<file path="config.mk">
export PLATFORM = sky130hd
export DESIGN_NAME = pbd_dio48
export DESIGN_NICKNAME = d
export VERILOG_FILES = /design/src/pbd_pkg.sv /design/src/pbd_dio48.sv /design/src/pbd_debounce.sv /design/src/pbd_irq_bit.sv
export SDC_FILE = /design/constraint.sdc
export NUM_CORES = 1
export LEC_CHECK = 0
export BUFFER_PORTS_ARGS = -buffer_cell sky130_fd_sc_hd__buf_2
export CAP_MARGIN = 10
export CORE_ASPECT_RATIO = 1.5
export CORE_UTILIZATION = 47
export DETAILED_ROUTE_END_ITERATION = 12
export GPL_TIMING_DRIVEN = 0
export PLACE_DENSITY = 0.75
export SETUP_SLACK_MARGIN = 0.4
export SYNTH_ARGS = -nofsm -noshare
export SYNTH_HDL_FRONTEND = slang
export SYNTH_HIERARCHICAL = 1
export SYNTH_SLANG_ARGS = --single-unit
export TNS_END_PERCENT = 20
</file>
<file path="constraint.sdc">
create_clock -name clk -period 7.5 [get_ports clk]
set_clock_uncertainty 0.2 [all_clocks]
set_input_delay 0.375 -clock clk [delete_from_list [all_inputs] [get_ports clk]]
set_output_delay 0.375 -clock clk [all_outputs]
set_load 0.05 [all_outputs]
</file>
<file path="src/pbd_pkg.sv">
/*
  shared constants and carriers for the 48-channel bidirectional digital i/o block.
  assumes a single 25 MHz clock and an Avalon-MM slave port decoding a 32-byte window.
*/
package pbd_pkg;

  // ==========================================================================
  // geometry
  localparam int GROUPS = 6;
  localparam int GROUP_W = 8;
  localparam int CHANNELS = GROUPS * GROUP_W;
  localparam int LO_W = 32;
  localparam int HI_W = CHANNELS - LO_W;

  // ==========================================================================
  // timing
  localparam int CLK_KHZ = 25_000;
  localparam int RESP_NS = 200;
  localparam int RESP_CYC = RESP_NS * CLK_KHZ / 1_000_000;
  localparam int FILT_UNIT_NS = 1000;
  localparam int FILT_UNIT_CYC = FILT_UNIT_NS * CLK_KHZ / 1_000_000;
  localparam int FILT_STABLE = 4;
  localparam int FILT_SEL_W = 4;
  localparam int PRE_W = 9;
  localparam int STB_W = 3;

  // ==========================================================================
  // register map, word indices inside the 32-byte window
  localparam int ADDR_W = 5;
  localparam logic [2:0] REG_DATA_LO = 3'h0;
  localparam logic [2:0] REG_CTRL = 3'h1;
  localparam logic [2:0] REG_MASK_LO = 3'h2;
  localparam logic [2:0] REG_MASK_HI = 3'h3;
  localparam logic [2:0] REG_EDGE_LO = 3'h4;
  localparam logic [2:0] REG_EDGE_HI = 3'h5;
  localparam logic [2:0] REG_STAT_LO = 3'h6;
  localparam logic [2:0] REG_STAT_HI = 3'h7;
  localparam int DATA_HI_LSB = 0;
  localparam int DIR_LSB = 16;
  localparam int FILT_LSB = 24;

  // ==========================================================================
  // reset values
  localparam logic [CHANNELS-1:0] RST_CH = 48'h0000_0000_0000;
  localparam logic [GROUPS-1:0] RST_DIR = 6'h00;
  localparam logic [FILT_SEL_W-1:0] RST_FILT = 4'h0;
  localparam logic [31:0] RST_WORD = 32'h0000_0000;

  // ==========================================================================
  // carriers
  typedef struct packed {
    logic read;
    logic write;
    logic [ADDR_W-1:0] address;
    logic [3:0] byteenable;
    logic [31:0] writedata;
  } pbd_req_type;

endpackage

</file>
<file path="src/pbd_dio48.sv">
/*
  48-channel bidirectional digital i/o with per-bit edge interrupts and input filter.
  assumes a PCIe endpoint bridge presenting the 32-byte i/o window as an Avalon-MM slave
  (byte address, waitrequest), a 25 MHz clk and a synchronous active-high reset.
*/
// Design decisions made here: the placing of the registers and the Avalon-MM slave port.
// Contract
// RQ1: 48 channels, six groups of eight
// RQ2: software sets direction per group
// RQ3: per-bit interrupt enable and edge select
// RQ4: interrupt on chosen falling or rising edge
// RQ5: all requests merged onto one output
// RQ6: digital filter against noise and chatter
// RQ7: positive logic, one means high
// RQ8: decode 32-byte window, any aligned base
// RQ9: pin and data update within 200 ns
// RQ10: reset to inputs, interrupts off, none pending
`timescale 1ns/1ps
module pbd_dio48 (
  input wire logic clk,
  input wire logic sys_rst,
  input wire pbd_pkg::pbd_req_type avs_req,
  output logic [31:0] avs_readdata,
  output logic avs_waitrequest,
  input wire logic [pbd_pkg::CHANNELS-1:0] dio_in,
  output logic [pbd_pkg::CHANNELS-1:0] dio_out,
  output logic [pbd_pkg::CHANNELS-1:0] dio_oe,
  output logic irq
);

  localparam int CH = pbd_pkg::CHANNELS;
  localparam int LW = pbd_pkg::LO_W;
  localparam int HW = pbd_pkg::HI_W;
  localparam int GN = pbd_pkg::GROUPS;
  localparam int GW = pbd_pkg::GROUP_W;
  localparam int FW = pbd_pkg::FILT_SEL_W;
  localparam int PW = pbd_pkg::PRE_W;

  // ==========================================================================
  // state
  logic [CH-1:0] out_latch;
  logic [GN-1:0] dir;
  logic [FW-1:0] filt_sel;
  logic [CH-1:0] irq_mask;
  logic [CH-1:0] edge_rise;
  logic [CH-1:0] status;
  logic [CH-1:0] sync1;
  logic [CH-1:0] sync2;
  logic [CH-1:0] filt_now;
  logic [CH-1:0] filt_prev;
  logic [PW-1:0] pre_cnt;
  logic filt_tick;

  // ==========================================================================
  // bus decode
  // RQ8: low five address bits only
  logic [2:0] word_sel;
  logic req_any;
  logic wr_fire;
  logic rd_load;
  logic [31:0] be_mask;
  assign word_sel = avs_req.address[pbd_pkg::ADDR_W-1:2];
  assign req_any = avs_req.read | avs_req.write;
  assign wr_fire = avs_req.write & ~avs_waitrequest;
  assign rd_load = avs_req.read & avs_waitrequest;
  assign be_mask = {{8{avs_req.byteenable[3]}}, {8{avs_req.byteenable[2]}},
                    {8{avs_req.byteenable[1]}}, {8{avs_req.byteenable[0]}}};

  // ==========================================================================
  // word select
  logic sel_data_lo;
  logic sel_ctrl;
  logic sel_mask_lo;
  logic sel_mask_hi;
  logic sel_edge_lo;
  logic sel_edge_hi;
  logic sel_stat_lo;
  logic sel_stat_hi;
  assign sel_data_lo = (word_sel == pbd_pkg::REG_DATA_LO);
  assign sel_ctrl = (word_sel == pbd_pkg::REG_CTRL);
  assign sel_mask_lo = (word_sel == pbd_pkg::REG_MASK_LO);
  assign sel_mask_hi = (word_sel == pbd_pkg::REG_MASK_HI);
  assign sel_edge_lo = (word_sel == pbd_pkg::REG_EDGE_LO);
  assign sel_edge_hi = (word_sel == pbd_pkg::REG_EDGE_HI);
  assign sel_stat_lo = (word_sel == pbd_pkg::REG_STAT_LO);
  assign sel_stat_hi = (word_sel == pbd_pkg::REG_STAT_HI);

  // ==========================================================================
  // write strobes
  logic wr_data_lo;
  logic wr_ctrl;
  logic wr_mask_lo;
  logic wr_mask_hi;
  logic wr_edge_lo;
  logic wr_edge_hi;
  logic wr_stat_lo;
  logic wr_stat_hi;
  assign wr_data_lo = wr_fire & sel_data_lo;
  assign wr_ctrl = wr_fire & sel_ctrl;
  assign wr_mask_lo = wr_fire & sel_mask_lo;
  assign wr_mask_hi = wr_fire & sel_mask_hi;
  assign wr_edge_lo = wr_fire & sel_edge_lo;
  assign wr_edge_hi = wr_fire & sel_edge_hi;
  assign wr_stat_lo = wr_fire & sel_stat_lo;
  assign wr_stat_hi = wr_fire & sel_stat_hi;

  // ==========================================================================
  // next values of writable registers
  logic [31:0] wd;
  logic [31:0] ctrl_word;
  logic [31:0] next_ctrl;
  logic [LW-1:0] next_out_lo;
  logic [HW-1:0] next_out_hi;
  logic [LW-1:0] next_mask_lo;
  logic [HW-1:0] next_mask_hi;
  logic [LW-1:0] next_edge_lo;
  logic [HW-1:0] next_edge_hi;
  logic [LW-1:0] clr_lo;
  logic [HW-1:0] clr_hi;
  logic [CH-1:0] next_out;
  logic [CH-1:0] next_mask;
  logic [CH-1:0] next_edge;
  logic [CH-1:0] stat_clr;
  assign wd = avs_req.writedata & be_mask;
  assign ctrl_word = {{(32 - pbd_pkg::FILT_LSB - FW){1'b0}}, filt_sel,
                      {(pbd_pkg::FILT_LSB - pbd_pkg::DIR_LSB - GN){1'b0}}, dir,
                      out_latch[CH-1:LW]};
  assign next_ctrl = wr_ctrl ? (ctrl_word & ~be_mask) | wd : ctrl_word;
  // byte-enable merge per half
  assign next_out_lo = wr_data_lo ? (out_latch[LW-1:0] & ~be_mask) | wd : out_latch[LW-1:0];
  assign next_out_hi = next_ctrl[pbd_pkg::DATA_HI_LSB +: HW];
  assign next_mask_lo = wr_mask_lo ? (irq_mask[LW-1:0] & ~be_mask) | wd : irq_mask[LW-1:0];
  assign next_mask_hi = wr_mask_hi ? (irq_mask[CH-1:LW] & ~be_mask[HW-1:0]) | wd[HW-1:0] : irq_mask[CH-1:LW];
  assign next_edge_lo = wr_edge_lo ? (edge_rise[LW-1:0] & ~be_mask) | wd : edge_rise[LW-1:0];
  assign next_edge_hi = wr_edge_hi ? (edge_rise[CH-1:LW] & ~be_mask[HW-1:0]) | wd[HW-1:0] : edge_rise[CH-1:LW];
  assign clr_lo = wr_stat_lo ? wd : {LW{1'b0}};
  assign clr_hi = wr_stat_hi ? wd[HW-1:0] : {HW{1'b0}};
  assign next_out = {next_out_hi, next_out_lo};
  assign next_mask = {next_mask_hi, next_mask_lo};
  assign next_edge = {next_edge_hi, next_edge_lo};
  assign stat_clr = {clr_hi, clr_lo};

  // ==========================================================================
  // read words
  // RQ7: pin level read as one
  logic [31:0] rd_data_lo;
  logic [31:0] rd_ctrl;
  logic [31:0] rd_mask_lo;
  logic [31:0] rd_mask_hi;
  logic [31:0] rd_edge_lo;
  logic [31:0] rd_edge_hi;
  logic [31:0] rd_stat_lo;
  logic [31:0] rd_stat_hi;
  assign rd_data_lo = filt_now[LW-1:0];
  assign rd_ctrl = {ctrl_word[31:HW], filt_now[CH-1:LW]};
  assign rd_mask_lo = irq_mask[LW-1:0];
  assign rd_mask_hi = {{(32 - HW){1'b0}}, irq_mask[CH-1:LW]};
  assign rd_edge_lo = edge_rise[LW-1:0];
  assign rd_edge_hi = {{(32 - HW){1'b0}}, edge_rise[CH-1:LW]};
  assign rd_stat_lo = status[LW-1:0];
  assign rd_stat_hi = {{(32 - HW){1'b0}}, status[CH-1:LW]};

  // ==========================================================================
  // read mux
  logic [31:0] rd_word;
  assign rd_word = sel_data_lo ? rd_data_lo :
                   sel_ctrl ? rd_ctrl :
                   sel_mask_lo ? rd_mask_lo :
                   sel_mask_hi ? rd_mask_hi :
                   sel_edge_lo ? rd_edge_lo :
                   sel_edge_hi ? rd_edge_hi :
                   sel_stat_lo ? rd_stat_lo :
                   rd_stat_hi;

  // ==========================================================================
  // bus handshake, one wait cycle
  // RQ9: answer well inside 200 ns
  always_ff @(posedge clk) begin
    if (sys_rst) begin
      avs_waitrequest <= 1'b1;
    end else begin
      avs_waitrequest <= ~(req_any & avs_waitrequest);
    end
  end

  always_ff @(posedge clk) begin
    if (sys_rst) begin
      avs_readdata <= pbd_pkg::RST_WORD;
    end else if (rd_load) begin
      avs_readdata <= rd_word;
    end
  end

  // ==========================================================================
  // configuration registers
  // RQ10: inputs, disabled, nothing pending
  always_ff @(posedge clk) begin
    if (sys_rst) begin
      out_latch <= pbd_pkg::RST_CH;
      dir <= pbd_pkg::RST_DIR;
      filt_sel <= pbd_pkg::RST_FILT;
      irq_mask <= pbd_pkg::RST_CH;
      edge_rise <= pbd_pkg::RST_CH;
    end else begin
      out_latch <= next_out;
      dir <= next_ctrl[pbd_pkg::DIR_LSB +: GN];
      filt_sel <= next_ctrl[pbd_pkg::FILT_LSB +: FW];
      irq_mask <= next_mask;
      edge_rise <= next_edge;
    end
  end

  // ==========================================================================
  // pin drivers
  // RQ2: group direction to enables
  logic [CH-1:0] next_oe;
  genvar g;
  generate
    for (g = 0; g < GN; g++) begin : gen_grp
      // RQ1: eight channels per group
      assign next_oe[g*GW +: GW] = {GW{dir[g]}};
    end
  endgenerate

  // RQ9: dio_out follows write next edge, dio_oe one edge later
  always_ff @(posedge clk) begin
    if (sys_rst) begin
      dio_out <= pbd_pkg::RST_CH;
      dio_oe <= pbd_pkg::RST_CH;
    end else begin
      dio_out <= next_out;
      dio_oe <= next_oe;
    end
  end

  // ==========================================================================
  // input synchroniser
  always_ff @(posedge clk) begin
    if (sys_rst) begin
      sync1 <= pbd_pkg::RST_CH;
      sync2 <= pbd_pkg::RST_CH;
      filt_prev <= pbd_pkg::RST_CH;
    end else begin
      sync1 <= dio_in;
      sync2 <= sync1;
      filt_prev <= filt_now;
    end
  end

  // ==========================================================================
  // filter prescaler, period set by filt_sel
  logic [PW-1:0] pre_top;
  logic filt_bypass;
  assign pre_top = PW'(pbd_pkg::FILT_UNIT_CYC * filt_sel - 1);
  assign filt_bypass = (filt_sel == pbd_pkg::RST_FILT);

  always_ff @(posedge clk) begin
    if (sys_rst || filt_bypass) begin
      pre_cnt <= '0;
      filt_tick <= 1'b0;
    end else if (pre_cnt >= pre_top) begin
      pre_cnt <= '0;
      filt_tick <= 1'b1;
    end else begin
      pre_cnt <= pre_cnt + 1'b1;
      filt_tick <= 1'b0;
    end
  end

  // ==========================================================================
  // per-channel filter and interrupt flag
  genvar c;
  generate
    for (c = 0; c < CH; c++) begin : gen_ch
      // RQ6: filter each input
      pbd_debounce u_flt (
        .clk(clk),
        .sys_rst(sys_rst),
        .tick(filt_tick),
        .bypass(filt_bypass),
        .raw(sync2[c]),
        .filt(filt_now[c])
      );
      // RQ3: flag per channel
      pbd_irq_bit u_irq (
        .clk(clk),
        .sys_rst(sys_rst),
        .cur(filt_now[c]),
        .prev(filt_prev[c]),
        .rise_sel(edge_rise[c]),
        .clr(stat_clr[c]),
        .flag(status[c])
      );
    end
  endgenerate

  // ==========================================================================
  // merged interrupt
  // RQ5: one level output
  always_ff @(posedge clk) begin
    if (sys_rst) begin
      irq <= 1'b0;
    end else begin
      irq <= |(status & irq_mask);
    end
  end

endmodule

</file>
<file path="src/pbd_debounce.sv">
/*
  one-channel input filter: bypass or accept a level once stable for several ticks.
  assumes raw is already synchronised to clk and tick is a one-cycle enable.
*/
`timescale 1ns/1ps
module pbd_debounce (
  input wire logic clk,
  input wire logic sys_rst,
  input wire logic tick,
  input wire logic bypass,
  input wire logic raw,
  output logic filt
);

  logic [pbd_pkg::STB_W-1:0] cnt;
  logic held;

  // ==========================================================================
  // stability counter
  // RQ6: reject short pulses
  always_ff @(posedge clk) begin
    if (sys_rst) begin
      filt <= 1'b0;
      held <= 1'b0;
      cnt <= '0;
    end else if (bypass) begin
      filt <= raw;
      held <= raw;
      cnt <= '0;
    end else if (raw != held) begin
      held <= raw;
      cnt <= '0;
    end else if (tick) begin
      if (cnt == pbd_pkg::STB_W'(pbd_pkg::FILT_STABLE - 1)) begin
        filt <= held;
      end else begin
        cnt <= cnt + 1'b1;
      end
    end
  end

endmodule

</file>
<file path="src/pbd_irq_bit.sv">
/*
  one-channel edge detector with a sticky, write-one-to-clear flag.
  assumes cur and prev are successive filtered samples on clk.
*/
`timescale 1ns/1ps
module pbd_irq_bit (
  input wire logic clk,
  input wire logic sys_rst,
  input wire logic cur,
  input wire logic prev,
  input wire logic rise_sel,
  input wire logic clr,
  output logic flag
);

  logic hit;

  // ==========================================================================
  // edge select
  // RQ4: chosen edge only
  assign hit = rise_sel ? (cur & ~prev) : (~cur & prev);

  // ==========================================================================
  // sticky flag, set beats clear
  // RQ3: per-bit event flag
  always_ff @(posedge clk) begin
    if (sys_rst) begin
      flag <= 1'b0;
    end else if (hit) begin
      flag <= 1'b1;
    end else if (clr) begin
      flag <= 1'b0;
    end
  end

endmodule

</file>
Yosys cells after proc, flatten, opt, wreduce, memory -nomap -nowiden:

Cells that the tools add are included.

* word-level logic and storage cells: 1418
* register bits after elaboration: 671

* magnitude comparators: 1
* multiply operators: 1
* reductions and logical operators: 294
* bitwise logic cells: 270
* equality and inequality tests: 151
* add/subtract/negate cells: 50
* multiplexer cells: 442

Operators with widths (count)
* 1-bit two-way mux: 433
* 2-bit nonzero test: 145
* 32-bit two-way mux: 8
* 3-bit by 2-bit equality test with 1-bit output, second input constant: 50
* 1-bit NOT: 146
* 3-bit by 1-bit adder with 3-bit output, second input constant: 48
* 3-bit AND reduction: 48
* 3-bit OR reduction: 48
* 32-bit bitwise AND: 4
* 1-bit bitwise AND: 107
* 2-bit != test, second input constant: 48
* 32-bit bitwise OR: 3
* 2-bit AND reduction: 48
* 48-bit bitwise AND: 1
* 1-bit != test: 48
* 48-bit OR reduction: 1
* 16-bit bitwise AND: 2
* 32-bit NOT: 1
* 16-bit bitwise OR: 2
* 28-bit bitwise AND: 1
* 28-bit bitwise OR: 1
* 16-bit two-way mux: 1
* 16-bit NOT: 1
* 3-bit equality test, second input constant: 4
* other kinds (10): 10

Logic depth before layout (Yosys ltp):

* depth in word-level cells: 8
* gate-level depth with buffers: 14

By module:

The synthesis kept the hierarchy.

By module, submodules not included
* pbd_dio48: seq. area each 6966.7 sq um, area an instance 14435.1 sq um, cells an instance 1495, times used 1
* pbd_debounce: seq. area each 100.1 sq um, area an instance 237.7 sq um, cells an instance 24, times used 48
* pbd_irq_bit: seq. area each 20.0 sq um, area an instance 48.8 sq um, cells an instance 5, times used 48

Worst setup path before layout:

OpenSTA, ideal clock, no wires.

* kind: register to register
* start: reg (tool-made name)
* end: reg pre_cnt[2]
* data required time: 7160 ps
* buffers on the path: 0
* slack: 3853 ps
* stages on the path, launching flop included: 15
* library setup time: 140 ps
* arrival time: 3307 ps
* cells stage by stage: dfxtp_1 -> inv_1 -> ha_1 -> inv_1 -> ha_1 -> ha_1 -> a21o_1 -> a21oi_1 -> o2111a_1 -> a211oi_1 -> ha_1 -> nand3_1 -> or3_1 -> o31ai_2 -> nor3_1

RTL lines
* end signal: assignment: line pbd_dio48.sv:265 `pre_cnt <= pre_cnt + 1'b1;`
* end: declaration: line pbd_dio48.sv:51 `logic [PW-1:0] pre_cnt;`

==> impl_metrics.toml <==
[run_status]
status = "finished, final reports clean"

[detailed_routing]
dr.pass1.iters = 6
viasPerCell = 5.513
num_vias = 22450
drt_wl_total_um = 78740
drt_iter0_drc = 1659
drc_errors = 0
ant_nets = 0
wl_per_cell_um = 19.34

[critical_path]
crit_path_end = "pre_cnt[7]"
critPathMaxFanout = 9
startpoint_type = "flop"
worstPathArrival_ns = 4.50
ff2ff_path_depth = 13
r2r_end = "pre_cnt[7]"
r2r_slack_ns = 3.26
cp-end-kind = "flop"
worstSetupPathType = "flop to flop"
worstPathRequired_ns = 7.75

[clock_tree]
clk-insertion-delay-late_ns = 0.61
cts_resized = 0
cts_sinks = 636
cts_setup_buffers = 0
cts_inserted_buffers = 56
cts_max_level = 2
cts_root_buf = "clkbuf_16"
path_clk_slew_ns = 0.07
cts_buffer_depth = 3
cts_tree = "built"

[synth]
yosysSeqAreaShare = 0.4517
synth_area_leaders = "dfxtp_1, mux2i_1, nor2b_1"
synth_cell_type_count = 66
yosysTopAreaCell = "dfxtp_1"
postSynthAreaPerCell_sq_um = 9.764
syn_area_sq_um = 28190
syn_inst = 2887
yosysTopAreaCellShare = 0.4517
synth_top_flop_cell = "dfxtp_1"
synth_edf_count = 0
ys_warn_count = 6
syn_nets = 3103
synth_seq_cells = 636
ys_async_sr_fraction = 0

[sta]
period_minus_slack_ns = 4.244
rsz0062_at_grt = "false"
maxSlewHeadroom = 0.3084
worst_slew_pin_slew_ns = 1.037
holdWs_ns = 0.1613
fin_crit_sh = 0.5659
layout_setup_ws_ns = 3.256
maxSlewViolCount = 0
setup_viol = 0
finalHoldViolCount = 0
timing.fmax_ghz = 0.2356
tns_ns = 0

[final_layout]
area_growth_pct = 17.52
post-route-util = 0.5610
multiInputGateArea_sq_um = 14410
nets = 3465
drive_gt1_frac = 0.1587
mostFrequentLayoutCells = "dfxtp_1, nor2_1, nor2b_1"
diodes = 0
final_cell_count_no_fill = 4072
final_common_cell = "dfxtp_1"
fillCellCount = 5208
seqCellArea_sq_um = 12740

[floorplan]
core_area_sq_um = 59050
placementRows = 109
die_y_um = 301.9
dieArea_sq_um = 60980
fp.dieW_um = 202.0
start_util = 0.4773
io_pins = 223

[placed_design]
gp_congestion = 1.001
dp_cells = 3885
io_buffers = 218
place_ws_ns = 3.281
post-dp-hpwl_um = 56350

[run]
cap_violations = 0

[grt]
overflow = 0
grt_usage = 0.2534
grt_antenna_before_repair = 1
grt_max_degree = 121
grt_pass1_vias = 21530
grt_first_pass_wirelength_um = 121000

[power_and_ir_drop]
ir_drop_mv = 0.1953
power_leakage_nw = 13.02
p_per_area_nw_per_um2 = 211.2

[hold_path]
min_path_type = "primary input to flop"
==> cells by family (layout without fill, tap and decap cells) <==
kind of cell,Yosys count,after routing,share of synthesized area
simple gates,1078,1078,0.2247
mux,189,189,0.07160
flops,636,636,0.4517
compound gates,541,541,0.1262
fa+ha+maj,123,123,0.05486
xor+xnor,109,109,0.03387
buf+inv,211,619,0.03706
==> critical path, cell delays in order, from the launching register on <==
cell	delay [ns]
dfxtp_1	0.49
inv_1	0.14
ha_1	0.36
inv_1	0.09
ha_1	0.28
ha_1	0.32
a31oi_1	0.26
o21ai_0	0.23
o311ai_1	0.35
ha_1	0.23
nor2_1	0.08
or3_1	0.38
o31ai_2	0.56
nor3_1	0.11
==> through the flow <==
stage,area (sq um),total power [mW]
6_report,33130,6.998
5_1_grt,33130,7.205
4_1_cts,33130,7.034
3_5_place_dp,30350,3.978
3_3_place_gp,30250,3.971
2_1_floorplan,28190,3.782
==> routing by layer <==
| layer | track usage | share of wire | wire length (um) | vias up |
|---|---|---|---|---|
| met5 | 0 | 0 | 0 | - |
| met4 | 0.1537 | 0.065 | 5141 | 0 |
| met3 | 0.03965 | 0.064 | 5058 | 214 |
| met2 | 0.4489 | 0.49 | 38310 | 815 |
| met1 | 0.2856 | 0.38 | 30230 | 10590 |
| li1 | - | - | - | 10830 |
==> synth_stat cells, drive strengths merged, types with 12 or more instances <==
master / count
o21ai: 189
and2: 18
nand3: 34
xor2: 55
a31oi: 98
nor2: 268
nand4: 54
a21oi: 106
a211oi: 55
ha: 122
xnor2: 54
nand2b: 78
nand2: 119
clkbuf: 60
nand3b: 52
buf: 83
dfxtp: 636
inv: 68
or3: 50
nor2b: 250
and3: 38
and2b: 48
mux2i: 169
or3b: 49
nor3: 15
a221oi: 16
a22o: 12
==> area by class of cell <==
class                           instances  share of cell area
Inverter                               68            0.007705
Clock inverter                         22            0.008611
Sequential cell                       636              0.3844
Tap cell                              777             0.02935
Timing Repair Buffer                  304             0.06081
Buffer                                143             0.02383
Clock buffer                           82             0.05016
Multi-Input combinational cell       2040              0.4351
==> worst min path at each step <==
stage	startpoint	endpoint	slack, ns	depth (start not counted)
CTS	avs_req[33]	flop	0.16	5
finish	avs_req[33]	flop	0.16	5
global placement	sync1[46]	sync2[46]	0.22	1
floorplan	sync1[0]	sync2[0]	0.21	1
detailed placement	sync1[34]	sync2[34]	0.22	1
global route	avs_req[33]	flop	0.18	5
==> timing repair <==
| action | CTS | global route |
|---|---|---|
| setup endpoints to repair | 0 | 0 |
| hold buffers | 83 | 0 |
| hold endpoints to repair | 207 | 0 |
==> report_power, final <==
group / switching (mW) / internal, mW / total [mW]
sequential: 0.0559 / 3.44 / 3.50
combinational: 0.291 / 0.158 / 0.449
clock: 1.31 / 1.74 / 3.05
total: 1.66 / 5.34 / 7.00
Note: power is estimated with default switching activity, not from simulation.
